`src/rtl/hb_fault_pkg.sv`:
```
// constants, types and timing for the half-bridge fault supervisor
`default_nettype none
package hb_fault_pkg;
   localparam int NUM_HB    = 6;       // half-bridges
   localparam int CLK_MHZ   = 200;     // clk_sys rate
   // de-glitch times in ns, plain defaults
   localparam int T_VDS_DGL_NS = 1000;
   localparam int T_CPL_DGL_NS = 2000;
   localparam int T_CPF_DGL_NS = 2000;
   localparam int T_OV_DGL_NS  = 2000;
   localparam int T_UV_DGL_NS  = 2000;
   localparam int T_IN_DGL_NS  = 200;  // logic input filter
   // least times round up to whole cycles
   function automatic int ns_to_cyc(input int ns);
      int c;
      c = (ns * CLK_MHZ + 999) / 1000;
      return (c < 1) ? 1 : c;
   endfunction : ns_to_cyc
   // filtered condition indices, vds first
   localparam int F_CPL  = NUM_HB;
   localparam int F_CPF  = NUM_HB + 1;
   localparam int F_OV   = NUM_HB + 2;
   localparam int F_UV   = NUM_HB + 3;
   localparam int F_WAKE = NUM_HB + 4;
   localparam int F_FAIL = NUM_HB + 5;
   localparam int NUM_F  = NUM_HB + 6;
   // per-filter cycle count
   function automatic int filt_cyc(input int idx);
      if (idx < NUM_HB) return ns_to_cyc(T_VDS_DGL_NS);
      if (idx == F_CPL) return ns_to_cyc(T_CPL_DGL_NS);
      if (idx == F_CPF) return ns_to_cyc(T_CPF_DGL_NS);
      if (idx == F_OV) return ns_to_cyc(T_OV_DGL_NS);
      if (idx == F_UV) return ns_to_cyc(T_UV_DGL_NS);
      return ns_to_cyc(T_IN_DGL_NS);
   endfunction : filt_cyc
   // device status bit positions
   localparam int DS_W   = 8;
   localparam int DS_RCF = 0;
   localparam int DS_CPL = 1;
   localparam int DS_CPF = 2;
   localparam int DS_OVF = 3;
   localparam int DS_UVF = 4;
   localparam int DS_NM  = 5;
   localparam logic [DS_W-1:0] DS_CLR_ON_READ = 8'h1F;
   // raw synchroniser vector: extra pins after the filtered ones
   localparam int P_LIMIT = NUM_F;
   localparam int P_OVSD  = NUM_F + 1;
   localparam int P_POR   = NUM_F + 2;
   localparam int NUM_P   = NUM_F + 3;
   typedef enum logic [1:0] {MODE_SLEEP, MODE_NORMAL, MODE_FAILSAFE} mode_t;
endpackage : hb_fault_pkg
`default_nettype wire

```
`src/rtl/half_bridge_fault_protection.sv`:
```
// fault supervisor: gate latch-off, sticky flags, operating modes
`default_nettype none
module half_bridge_fault_protection #(
   parameter int NHB = hb_fault_pkg::NUM_HB
) (
   // clock and reset
   input  wire logic                         clk_sys,
   input  wire logic                         rst,
   // analog comparator pins (asynchronous)
   input  wire logic [NHB-1:0]               vds_overload,
   input  wire logic                         pump_supply_low,
   input  wire logic                         pump_below_low,
   input  wire logic                         pump_below_fail,
   input  wire logic                         vs_over_shutdown,
   input  wire logic                         vs_over_pump_limit,
   input  wire logic                         vs_under,
   input  wire logic                         logic_supply_por,
   // external pins (asynchronous)
   input  wire logic                         wake_reset_input,
   input  wire logic                         external_fail_input,
   // spi side (same clock)
   input  wire logic                         spi_frame_done,
   input  wire logic                         spi_protocol_error,
   input  wire logic                         toggle_watchdog_bit,
   input  wire logic                         read_vds_status,
   input  wire logic                         read_device_status,
   input  wire logic                         enable_write,
   input  wire logic [NHB-1:0]               half_bridge_enable_bits,
   input  wire logic                         global_restart,
   input  wire logic [NHB-1:0]               high_side_cmd,
   input  wire logic [NHB-1:0]               low_side_cmd,
   input  wire logic [NHB-1:0]               test_current_req,
   // gate and pump outputs
   output logic [NHB-1:0]                    high_side_gate_out,
   output logic [NHB-1:0]                    low_side_gate_out,
   output logic                              charge_pump_enable,
   output logic                              switched_pump_output,
   output logic                              pump_discharge,
   output logic                              hs_pulldown_reduced,
   output logic [NHB-1:0]                    test_current_en,
   // status outputs
   output logic [NHB-1:0]                    vds_fault_status_reg,
   output logic [hb_fault_pkg::DS_W-1:0]     device_status_reg,
   output logic                              mode_normal,
   output logic                              mode_failsafe
);
   localparam int NF = NHB + 6;
   localparam int NP = NF + 3;

   initial begin
      if (NHB != hb_fault_pkg::NUM_HB) $error("NHB must match the package bridge count");
   end

   typedef struct packed {
      logic [NP-1:0]                 sync1;      // first synchroniser stage
      logic [NP-1:0]                 sync2;      // second stage
      hb_fault_pkg::mode_t           mode;       // operating mode
      logic                          wake_prev;  // for wake rising edge
      logic                          wd_prev;    // last watchdog bit seen
      logic [NHB-1:0]                hb_on;      // bridge enabled and not tripped
      logic                          hs_trip;    // high sides latched off
      logic                          all_trip;   // all gates latched off
      logic [NHB-1:0]                vds_flag;
      logic [hb_fault_pkg::DS_W-1:0] dev;
      logic [NHB-1:0]                hs_q;
      logic [NHB-1:0]                ls_q;
      logic                          pump_q;
      logic                          switched_pump_output_q;
      logic                          disch_q;
      logic                          pd_red_q;
      logic [NHB-1:0]                tst_q;
      logic                          mn_q;       // registered normal decode
      logic                          mf_q;       // registered failsafe decode
   } state_t;
   state_t st;
   state_t next_st;

   logic [NP-1:0] pins;   // raw pins into the synchroniser
   logic [NF-1:0] filt;   // de-glitched levels

   assign pins = {logic_supply_por, vs_over_shutdown, vs_over_pump_limit,
                  external_fail_input, wake_reset_input, vs_under, vs_over_shutdown,
                  pump_below_fail, pump_supply_low | pump_below_low, vds_overload};

   // one filter per synchronised condition except the three extra pins (limit, shutdown, reset)
   genvar gi;
   generate
      for (gi = 0; gi < NF; gi++) begin : g_filt
         dgl_filter #(
            .CYCLES (hb_fault_pkg::filt_cyc(gi))
         ) u_filt (
            .clk_sys   (clk_sys),
            .rst       (rst),
            .level_in  (st.sync2[gi]),
            .level_out (filt[gi])
         );
      end
   endgenerate

   // next-state logic
   always_comb begin
      logic ov_now;     // synced level above shutdown threshold
      logic lim_now;    // synced level above pump limit
      logic wd_good;    // frame carried a toggled watchdog bit
      logic spi_err;
      logic enter_nm;
      logic [hb_fault_pkg::DS_W-1:0] dev_set;
      ov_now   = st.sync2[hb_fault_pkg::P_OVSD];
      lim_now  = st.sync2[hb_fault_pkg::P_LIMIT];
      wd_good  = spi_frame_done && (toggle_watchdog_bit != st.wd_prev);
      spi_err  = spi_protocol_error || (spi_frame_done && !wd_good);
      enter_nm = 1'b0;
      dev_set  = '0;
      next_st  = st;
      next_st.sync1     = pins;
      next_st.sync2     = st.sync1;
      next_st.wake_prev = filt[hb_fault_pkg::F_WAKE];
      if (spi_frame_done) next_st.wd_prev = toggle_watchdog_bit;

      // mode transitions
      unique case (st.mode)
         hb_fault_pkg::MODE_SLEEP: begin
            if (filt[hb_fault_pkg::F_WAKE] && !st.wake_prev) enter_nm = 1'b1;
         end
         hb_fault_pkg::MODE_NORMAL: begin
            if (!filt[hb_fault_pkg::F_WAKE]) next_st.mode = hb_fault_pkg::MODE_SLEEP;
            else if (spi_err || filt[hb_fault_pkg::F_FAIL])
               next_st.mode = hb_fault_pkg::MODE_FAILSAFE;
         end
         hb_fault_pkg::MODE_FAILSAFE: begin
            if (!filt[hb_fault_pkg::F_WAKE]) next_st.mode = hb_fault_pkg::MODE_SLEEP;
            else if (wd_good && !filt[hb_fault_pkg::F_FAIL]) enter_nm = 1'b1;
         end
      endcase

      // flag clear on read; flags survive the move into failsafe
      if (read_vds_status) next_st.vds_flag = '0;
      if (read_device_status) next_st.dev = st.dev & ~hb_fault_pkg::DS_CLR_ON_READ;

      // comm flag follows frame quality
      if (spi_err) next_st.dev[hb_fault_pkg::DS_NM] = 1'b0;
      else if (spi_frame_done) next_st.dev[hb_fault_pkg::DS_NM] = 1'b1;

      if (st.mode == hb_fault_pkg::MODE_NORMAL) begin
         // enable writes only take a bridge whose flag is clear
         if (enable_write) next_st.hb_on = half_bridge_enable_bits & ~st.vds_flag;
         // local overload: set wins over read clear
         for (int i = 0; i < NHB; i++) begin
            if (filt[i] && next_st.hb_on[i]) begin
               next_st.vds_flag[i] = 1'b1;
               next_st.hb_on[i]    = 1'b0;
            end
         end
         // global restart only once the matching flags are read
         if (global_restart) begin
            if (!st.dev[hb_fault_pkg::DS_OVF]) next_st.hs_trip = 1'b0;
            if (!st.dev[hb_fault_pkg::DS_CPF] && !st.dev[hb_fault_pkg::DS_UVF])
               next_st.all_trip = 1'b0;
         end
         dev_set[hb_fault_pkg::DS_CPL] = filt[hb_fault_pkg::F_CPL];
         dev_set[hb_fault_pkg::DS_CPF] = filt[hb_fault_pkg::F_CPF] && !ov_now;
         dev_set[hb_fault_pkg::DS_OVF] = filt[hb_fault_pkg::F_OV];
         dev_set[hb_fault_pkg::DS_UVF] = filt[hb_fault_pkg::F_UV];
         if (dev_set[hb_fault_pkg::DS_CPF] || dev_set[hb_fault_pkg::DS_UVF])
            next_st.all_trip = 1'b1;
         if (dev_set[hb_fault_pkg::DS_OVF]) next_st.hs_trip = 1'b1;
         next_st.dev = next_st.dev | dev_set;
      end

      // normal entry clears everything except a fresh reset flag
      if (enter_nm) begin
         next_st.mode     = hb_fault_pkg::MODE_NORMAL;
         next_st.hb_on    = '0;
         next_st.hs_trip  = 1'b0;
         next_st.all_trip = 1'b0;
         next_st.vds_flag = '0;
         next_st.dev      = '0;
         next_st.dev[hb_fault_pkg::DS_RCF] = 1'b1;
      end
      // logic supply reset wins over everything, no filter
      if (st.sync2[hb_fault_pkg::P_POR]) begin
         next_st.mode  = hb_fault_pkg::MODE_SLEEP;
         next_st.hb_on = '0;
      end

      // gates: full operation in the nominal band, off outside normal
      if (next_st.mode == hb_fault_pkg::MODE_NORMAL && !next_st.all_trip) begin
         next_st.hs_q = high_side_cmd & next_st.hb_on
                        & {NHB{!next_st.hs_trip && !ov_now}};
         next_st.ls_q = low_side_cmd & next_st.hb_on;
      end else begin
         next_st.hs_q = '0;
         next_st.ls_q = '0;
      end
      // pump runs through under-voltage, stops above its limit
      next_st.pump_q   = (next_st.mode == hb_fault_pkg::MODE_NORMAL) && !lim_now;
      next_st.switched_pump_output_q   = next_st.pump_q;
      next_st.disch_q  = next_st.pump_q ? 1'b0 : lim_now;
      next_st.pd_red_q = ov_now;
      next_st.tst_q    = (next_st.mode == hb_fault_pkg::MODE_NORMAL && !ov_now
                          && !next_st.all_trip && !next_st.hs_trip)
                         ? test_current_req : '0;
      // mode decodes registered so the outputs come straight from flops
      next_st.mn_q     = (next_st.mode == hb_fault_pkg::MODE_NORMAL);
      next_st.mf_q     = (next_st.mode == hb_fault_pkg::MODE_FAILSAFE);
   end

   // state register; reset leaves the device asleep
   always_ff @(posedge clk_sys or posedge rst) begin
      if (rst) st <= '0;
      else st <= next_st;
   end

   // outputs straight from flops
   assign high_side_gate_out   = st.hs_q;
   assign low_side_gate_out    = st.ls_q;
   assign charge_pump_enable   = st.pump_q;
   assign switched_pump_output = st.switched_pump_output_q;
   assign pump_discharge       = st.disch_q;
   assign hs_pulldown_reduced  = st.pd_red_q;
   assign test_current_en      = st.tst_q;
   assign vds_fault_status_reg = st.vds_flag;
   assign device_status_reg    = st.dev;
   assign mode_normal          = st.mn_q;
   assign mode_failsafe        = st.mf_q;

   // checks on the design's own outputs
   a_vds_gate_off: assert property (@(posedge clk_sys) disable iff (rst)
      $rose(st.vds_flag[0]) |-> !st.hs_q[0] && !st.ls_q[0])
      else $error("bridge 0 driven while overload flag rises");
   a_flag_blocks_on: assert property (@(posedge clk_sys) disable iff (rst)
      st.vds_flag[0] |-> !st.hs_q[0] && !st.ls_q[0])
      else $error("flagged bridge 0 switched on");
   a_flag_sticky: assert property (@(posedge clk_sys) disable iff (rst)
      (st.vds_flag[0] && !read_vds_status && st.mode == hb_fault_pkg::MODE_NORMAL)
      ##1 (st.mode != hb_fault_pkg::MODE_SLEEP) |-> st.vds_flag[0])
      else $error("overload flag lost without a read");
   a_cpf_all_off: assert property (@(posedge clk_sys) disable iff (rst)
      $rose(st.dev[hb_fault_pkg::DS_CPF]) |-> (st.hs_q == '0) && (st.ls_q == '0))
      else $error("gates on after pump fail");
   a_ov_hs_off: assert property (@(posedge clk_sys) disable iff (rst)
      st.hs_trip |-> st.hs_q == '0)
      else $error("high side on during over-voltage trip");
   a_spi_err_fs: assert property (@(posedge clk_sys) disable iff (rst)
      (spi_protocol_error && st.mode == hb_fault_pkg::MODE_NORMAL
       && !st.sync2[hb_fault_pkg::P_POR] && filt[hb_fault_pkg::F_WAKE])
      |=> st.mode == hb_fault_pkg::MODE_FAILSAFE ##1 (st.hs_q == '0 && !st.pump_q))
      else $error("spi error did not reach failsafe");
   a_por_sleep: assert property (@(posedge clk_sys) disable iff (rst)
      st.sync2[hb_fault_pkg::P_POR] |=> st.mode == hb_fault_pkg::MODE_SLEEP)
      else $error("power-on reset did not force sleep");
   a_rcf_entry: assert property (@(posedge clk_sys) disable iff (rst)
      (st.mode == hb_fault_pkg::MODE_NORMAL && $past(st.mode) != hb_fault_pkg::MODE_NORMAL)
      |-> st.dev[hb_fault_pkg::DS_RCF] && st.vds_flag == '0)
      else $error("normal entry without reset flag");
   a_pump_limit: assert property (@(posedge clk_sys) disable iff (rst)
      st.sync2[hb_fault_pkg::P_LIMIT] |=> !st.pump_q && st.disch_q)
      else $error("pump left on above its limit");
   c_vds_trip: cover property (@(posedge clk_sys) disable iff (rst) $rose(st.vds_flag[0]));
   c_fs_entry: cover property (@(posedge clk_sys) disable iff (rst)
      $rose(st.mode == hb_fault_pkg::MODE_FAILSAFE));
   c_fs_exit: cover property (@(posedge clk_sys) disable iff (rst)
      $past(st.mode) == hb_fault_pkg::MODE_FAILSAFE && st.mode == hb_fault_pkg::MODE_NORMAL);
   c_ov_trip: cover property (@(posedge clk_sys) disable iff (rst) $rose(st.hs_trip));
endmodule : half_bridge_fault_protection
`default_nettype wire

```
`src/rtl/dgl_filter.sv`:
```
// digital de-glitch filter: output follows input only after a steady run
`default_nettype none
module dgl_filter #(
   parameter int CYCLES = 1
) (
   // clock and reset
   input  wire logic clk_sys,
   input  wire logic rst,
   // levels
   input  wire logic level_in,
   output logic      level_out
);
   localparam int CW = (CYCLES < 2) ? 1 : $clog2(CYCLES + 1);
   typedef struct packed {
      logic [CW-1:0] cnt;    // steady-run count
      logic          q;      // filtered level
   } filt_t;
   filt_t st;
   filt_t next_st;

   initial begin
      if (CYCLES < 1) $error("dgl_filter: CYCLES must be at least 1");
   end

   // count while input differs from output; any return restarts
   always_comb begin
      next_st = st;
      if (level_in == st.q) begin
         next_st.cnt = '0;
      end else if (st.cnt == CW'(CYCLES - 1)) begin
         next_st.q   = level_in;
         next_st.cnt = '0;
      end else begin
         next_st.cnt = st.cnt + CW'(1);
      end
   end

   // state register
   always_ff @(posedge clk_sys or posedge rst) begin
      if (rst) st <= '0;
      else st <= next_st;
   end

   assign level_out = st.q;
endmodule : dgl_filter
`default_nettype wire

```
`config.mk`:
```
export PLATFORM = sky130hd
export DESIGN_NAME = half_bridge_fault_protection
export DESIGN_NICKNAME = d
export VERILOG_FILES = /design/src/rtl/hb_fault_pkg.sv /design/src/rtl/half_bridge_fault_protection.sv /design/src/rtl/dgl_filter.sv
export SDC_FILE = /design/constraint.sdc
export NUM_CORES = 1
export LEC_CHECK = 0
export ABC_AREA = 1
export BUFFER_PORTS_ARGS = -buffer_cell sky130_fd_sc_hd__buf_2
export CAP_MARGIN = 0
export CORE_ASPECT_RATIO = 0.6
export CORE_MARGIN = 2
export CORE_UTILIZATION = 52
export DETAILED_ROUTE_END_ITERATION = 8
export PLACE_DENSITY = 0.75
export SLEW_MARGIN = 10
export SYNTH_ARGS = -nofsm -noshare
export SYNTH_HDL_FRONTEND = slang
export SYNTH_SLANG_ARGS = --single-unit
```
`constraint.sdc`:
```
create_clock -name clk_sys -period 5.8 [get_ports clk_sys]
set_input_delay 0.58 -clock clk_sys [delete_from_list [all_inputs] [get_ports clk_sys]]
set_output_delay 0.58 -clock clk_sys [all_outputs]
set_load 0.005 [all_outputs]
```
==> run_results.csv, run 1 <==
group,metric,value,unit
global_routing,grt_overflow,0,
synthesis,syn-mean-instance-area,9.28,sq um
pwr,peakVddDrop,0.000162,V
sta,report.final.slew_viol_count,0,
global_routing,grt_max_degree,71,
global_routing,grtUsageTotal,20.6,%
worst_setup_path,required,6.13,ns
sta,clock-skew-final,0.00925,ns
placed_design,dp_slack,3.54,ns
clock_network,clkLatencyLatePin,0.42,ns
synthesis,synth.distinct_cells,36,
placed_design,hpwl,11000,microns
route,drc,0,
synthesis,synth.most_common_cell,"dfrtp_1",
route,avgRoutedWirePerCell,13.5,microns
pwr,power_frac_seq,51.4,%
layout,largest_reg_flops,96,
clock_network,clk_pin_slew_worst_paths,0.07,ns
synthesis,synth_edf_count,0,
worst_setup_path,crit_type,"reg2reg",
synthesis,synth_ff_type,"dfrtp_1",
die,initial_core_util,52.6,%
worst_setup_path,worst_setup_path_start_kind,"flop",
worst_setup_path,cp_max_fo,22,
synthesis,ys_warn_count,0,
synthesis,synth.largest_area_cell,"dfrtp_1",
worst_setup_path,critical_path_arrival,2.63,ns
worst_setup_path,end_kind,"flop",
pwr,p_int,1980,uW
sta,holdWs,0.226,ns
synthesis,ys_top_cells_by_area,"dfrtp_1 57%, inv_1 6.1%, nand2_1 6.1%",
clock_network,htreeDepth,4,
clock_network,cts_setup_buffers,0,
die,dieWidth,164,microns
route,vias,5646,
synthesis,ys_seq_area_share,57.2,%
synthesis,netlist_area,8000,sq um
sta,finalCriticalPeriod,2.30,ns
layout,utilization,59.1,%
layout,finalNetCount,989,
clock_network,cts_tree,"done",
route,dr.pass1.iters,5,
pwr,p_leak,0.00456,uW
sta,max-slew-margin-rel,48.7,%
synthesis,synthCells,862,
die,die_h,100,microns
pwr,p_per_area,291,nW/um^2
die,dieArea,16400,sq um
layout,drive_above_1_share,15.4,%
synthesis,ys_seq_elements,183,
route,ant_nets,0,
layout,top_register,"g_filt.u_filt.st",
clock_network,ctsLongestPathBuffers,2,
pwr,pwr-share-comb,4.7,%
die,io_pins,86,
clock_network,cts_resized,0,
placed_design,gp_congestion,0.859,
worst_hold_path,hold_class,"in2async",
pwr,power.switching,638,uW
synthesis,yosysTopAreaCellShare,57.2,%
die,rows,35,
sta,setup_violations,0,
clock_network,numCtsBuffers,17,
route,first_iter_violations,440,
pwr,clock_power_share,43.8,%
route,vias_per_cell,4.94,
sta,final.setup.tns,0,ns
sta,hold_viol,0,
synthesis,async_reset_ff_share,100,%
global_routing,grt_pass1_vias,5381,
clock_network,cts.sinks,183,
sta,worst_pin_slew,0.769,ns
sta,timing.final.ws_setup,3.50,ns
route,wl,15500,microns
run,maxCapViolCount,0,
outcome,run_status,"completed",
layout,syn_to_final_growth,12.3,%
clock_network,cts_hold_buffers,0,
placed_design,portBuffers,83,
global_routing,grt_first_pass_wirelength,26400,microns
sta,min_period_over_period,39.7,%
global_routing,antenna_found_initial,1,
sta,fmax,434,MHz
synthesis,yosys-top-cells-count,"183 x dfrtp_1, 131 x inv_1, 131 x nand2_1, 120 x nor2_1, 45 x nor3_1",
pwr,switching_share,24.4,%
die,core_area,15200,sq um
clock_network,cts_root_buffer,"clkbuf_16",
sta,rsz0062_at_grt,"false",
## critical path, cell delays in order (launching register included)
cell,delay (ns)
dfrtp_1,0.38
inv_1,0.11
ha_1,0.67
nand3b_1,0.14
a22o_1,0.20
nand2_1,0.07
nand2_1,0.34
nor3_1,0.30
## cell families (layout without fill, tap and decap cells)
group / count (synthesis) / count (layout) / synth area share, %
other: 1 / 3 / 0.0469
muxes: 7 / 7 / 0.985
buffers and inverters: 173 / 249 / 9.96
and+or+nand+nor: 387 / 387 / 21.6
xor gates and xnor gates: 27 / 27 / 2.96
DFF: 183 / 183 / 57.2
AOI/OAI and AO/OA: 69 / 69 / 4.85
adders and majority gates: 15 / 15 / 2.35
## power groups by stage
stage	combinational [uW]	clock, uW	sequential [uW]
4_1_cts	127	1170	1340
2_1_floorplan	87.7	0	1360
3_5_place_dp	127	0	1370
5_1_grt	146	1230	1350
3_3_place_gp	123	0	1370
6_report	124	1150	1340
## layer usage
| metal | track usage, % | part of all wire [%] |
|---|---|---|
| met1 | 31.0 | 50 |
| met2 | 30.7 | 44 |
| met3 | 4.30 | 4.0 |
| met4 | 5.60 | 1.4 |
| met5 | 0 | 0 |
## per-stage QoR
step                power (uW)  std cells  cell area (sq um)
global placement          1490       1110               8390
detailed placement        1490       1110               8390
CTS                       2640       1142               8980
finish                    2610       1143               8980
global route              2730       1142               8980
floorplan                 1450        863               8000
## final timing paths
kind	from	cells after the start	slack, ns	endpoint
max reg2reg	st[49]$_DFF_PP0_	7	3.50	test_current_en[3]$_DFF_PP0_
max in group asynchronous	rst	3	4.40	g_filt[5].u_filt.st[1]$_DFF_PP0_
max	st[49]$_DFF_PP0_	7	3.50	test_current_en[3]$_DFF_PP0_
min reg2reg	next_st[64]$_DFF_PP0_	0	0.35	st[64]$_DFF_PP0_
min in group clk_sys	wake_reset_input	1	0.26	next_st[60]$_DFF_PP0_
min	rst	2	0.23	next_st[50]$_DFF_PP0_
## final cells by class
class,instances,area (sq um)
Timing Repair Buffer,85,430
Clock inverter,14,161
Clock buffer,18,429
Multi-Input combinational cell,507,2630
Tap cell,203,254
Antenna cell,1,2.50
Inverter,132,500
Sequential cell,183,4580
Fill cell,1251,6210
## cells in the final DEF, fill, tap and decap left out, types with 10 or more instances in the layout
| cell | instances |
|---|---|
| a21oi_1 | 29 |
| nor3b_1 | 10 |
| inv_1 | 130 |
| nor3_1 | 45 |
| o21ai_0 | 26 |
| xnor2_1 | 21 |
| dfrtp_1 | 183 |
| nand2_1 | 131 |
| nand3_1 | 41 |
| nand4_1 | 13 |
| nor2_1 | 120 |
| clkbuf_16 | 17 |
| ha_1 | 15 |
| buf_2 | 83 |
No activity file was read; power rests on OpenSTA's default activity.
==> run 2: changes to the inputs <==
--- a/config.mk
+++ b/config.mk
@@ -12,7 +12,7 @@
 export CORE_MARGIN = 2
 export CORE_UTILIZATION = 52
 export DETAILED_ROUTE_END_ITERATION = 8
-export PLACE_DENSITY = 0.75
+export PLACE_DENSITY = 0.72
 export SLEW_MARGIN = 10
 export SYNTH_ARGS = -nofsm -noshare
 export SYNTH_HDL_FRONTEND = slang
==> constraint.sdc (replaced) <==
create_clock -name clk_sys -period 2.3 [get_ports clk_sys]
set_input_delay 0.23 -clock clk_sys [delete_from_list [all_inputs] [get_ports clk_sys]]
set_output_delay 0.23 -clock clk_sys [all_outputs]
set_load 0.005 [all_outputs]
==> run 2 against run 1 <==
Routed wire length is 1.8% lower; hold slack got worse by 0.21 ns; setup slack lost 3.1 ns; via count up 0.81%.
==> run_results.csv, run 2 (synthesis gave the netlist of run 1 again) <==
group,metric,value,unit
sta,holdWs,0.0196,ns
layout,fin_cells,1167,
sta,report.final.slew_viol_count,0,
clock_network,htreeDepth,4,
layout,syn_to_final_growth,16.1,%
clock_network,ctsLongestPathBuffers,2,
sta,rsz0062_at_grt,"false",
global_routing,grtUsageTotal,20.3,%
pwr,peakVddDrop,0.000498,V
layout,utilization,61.1,%
placed_design,place_inst,1118,
global_routing,grt_overflow,0,
sta,finalCriticalPeriod,1.95,ns
die,rows,35,
worst_hold_path,hold_class,"in2reg",
layout,nFillCells,1245,
global_routing,antenna_found_initial,0,
layout,top_register,"g_filt.u_filt.st",
route,ant_nets,0,
route,vias_per_cell,4.88,
die,die_h,100,microns
sta,min_period_over_period,84.6,%
pwr,power.switching,1560,uW
clock_network,cts_root_buffer,"clkbuf_16",
clock_network,cts_setup_buffers,0,
layout,layout_commonest_cell,"dfrtp_1",
clock_network,cts_tree,"done",
pwr,p_leak,0.00470,uW
run,maxCapViolCount,0,
route,wl,15200,microns
clock_network,numCtsBuffers,17,
clock_network,clkLatencyLatePin,0.43,ns
pwr,pwr-share-comb,5.1,%
layout,drive_above_1_share,16.0,%
worst_setup_path,crit_type,"reg2reg",
global_routing,grt_max_degree,45,
placed_design,hpwl,10900,microns
route,vias,5692,
pwr,switching_share,22.6,%
pwr,p_int,5320,uW
worst_setup_path,end_kind,"flop",
sta,worst_pin_slew,0.717,ns
route,dr.pass1.iters,5,
worst_setup_path,critical_path_arrival,2.27,ns
die,core_area,15200,sq um
pwr,power_frac_seq,49.3,%
global_routing,grt_pass1_vias,5535,
sta,setup_violations,0,
die,dieWidth,164,microns
clock_network,clk_pin_slew_worst_paths,0.07,ns
die,initial_core_util,52.6,%
sta,fmax,514,MHz
worst_setup_path,worst_setup_path_start_kind,"flop",
clock_network,cts.sinks,183,
sta,hold_viol,0,
placed_design,gp_congestion,0.877,
pwr,p_per_area,740,nW/um^2
placed_design,portBuffers,83,
global_routing,grt_first_pass_wirelength,25900,microns
route,drc,0,
die,io_pins,86,
layout,largest_reg_flops,96,
sta,max-slew-margin-rel,52.1,%
layout,finalNetCount,1014,
worst_setup_path,cp_max_fo,18,
worst_setup_path,required,2.63,ns
route,first_iter_violations,387,
layout,layout_common_cells,"183 x dfrtp_1, 130 x inv_1, 130 x nand2_1",
route,avgRoutedWirePerCell,13.0,microns
outcome,run_status,"completed",
pwr,clock_power_share,45.6,%
layout,diodes,0,
sta,clock-skew-final,0.0139,ns
die,dieArea,16400,sq um
==> run 2: power groups by stage <==
stage / Clock (uW) / Combinational, uW / Sequential (uW)
after floorplan: 0 / 222 / 3430
after global placement: 0 / 328 / 3450
after detailed placement: 0 / 334 / 3450
after CTS: 3200 / 357 / 3390
after global routing: 3340 / 411 / 3400
final: 3130 / 350 / 3390
==> run 2: critical path, cell delays in order (launching register included) <==
cell     delay (ns)
dfrtp_1        0.38
inv_1          0.11
ha_1           0.16
inv_1          0.05
nor2_1         0.09
nand2_1        0.05
nand2_1        0.10
nand2_2        0.20
nand2_1        0.20
nand3_4        0.25
nor3_1         0.25
==> run 2: final cells by class <==
class	instances	area [sq um]	area share, %
well taps	203	254	2.73
clock inverters	14	210	2.26
clock buffers	18	429	4.62
repair buffers	110	686	7.38
flip-flops and latches	183	4580	49.3
multi-input cells	507	2630	28.3
inverters	132	499	5.38
==> run 2: path summary, 6_finish.rpt <==
check,from,to,slack (ns),depth (start not counted)
max reg2reg,st[48]$_DFF_PP0_,test_current_en[2]$_DFF_PP0_,0.35,10
max,st[48]$_DFF_PP0_,test_current_en[2]$_DFF_PP0_,0.35,10
min,test_current_req[5],test_current_en[5]$_DFF_PP0_,0.02,3
min reg2reg,next_st[60]$_DFF_PP0_,st[60]$_DFF_PP0_,0.35,0
min in group asynchronous,rst,next_st[50]$_DFF_PP0_,0.47,3
max in group asynchronous,rst,g_filt[8].u_filt.st[4]$_DFF_PP0_,1.16,4
==> run 2: repair_timing <==
action	4_1_cts	5_1_grt
endpoints found under the setup margin	0	8
endpoints found under the hold margin	36	1
hold buffers	16	1
resized for setup	0	1
==> run 2: layer usage <==
metal	GRT usage [%]	routed length, microns
met3	4.63	742
met4	6.21	174
met5	0	0
met1	28.9	7440
met2	31.2	6840
==> run 2: stage by stage <==
| stage | setup TNS (ns) | power [uW] | cell area (sq um) | setup WS [ns] |
|---|---|---|---|---|
| 3_5_place_dp | 0 | 3780 | 8480 | 0.231 |
| 4_1_cts | 0 | 6940 | 9280 | 0.216 |
| 2_1_floorplan | -51.34 | 3650 | 8010 | -0.281 |
| 6_report | 0 | 6870 | 9290 | 0.354 |
| 5_1_grt | 0 | 7160 | 9290 | 0.126 |
| 3_3_place_gp | 0 | 3770 | 8480 | 0.359 |
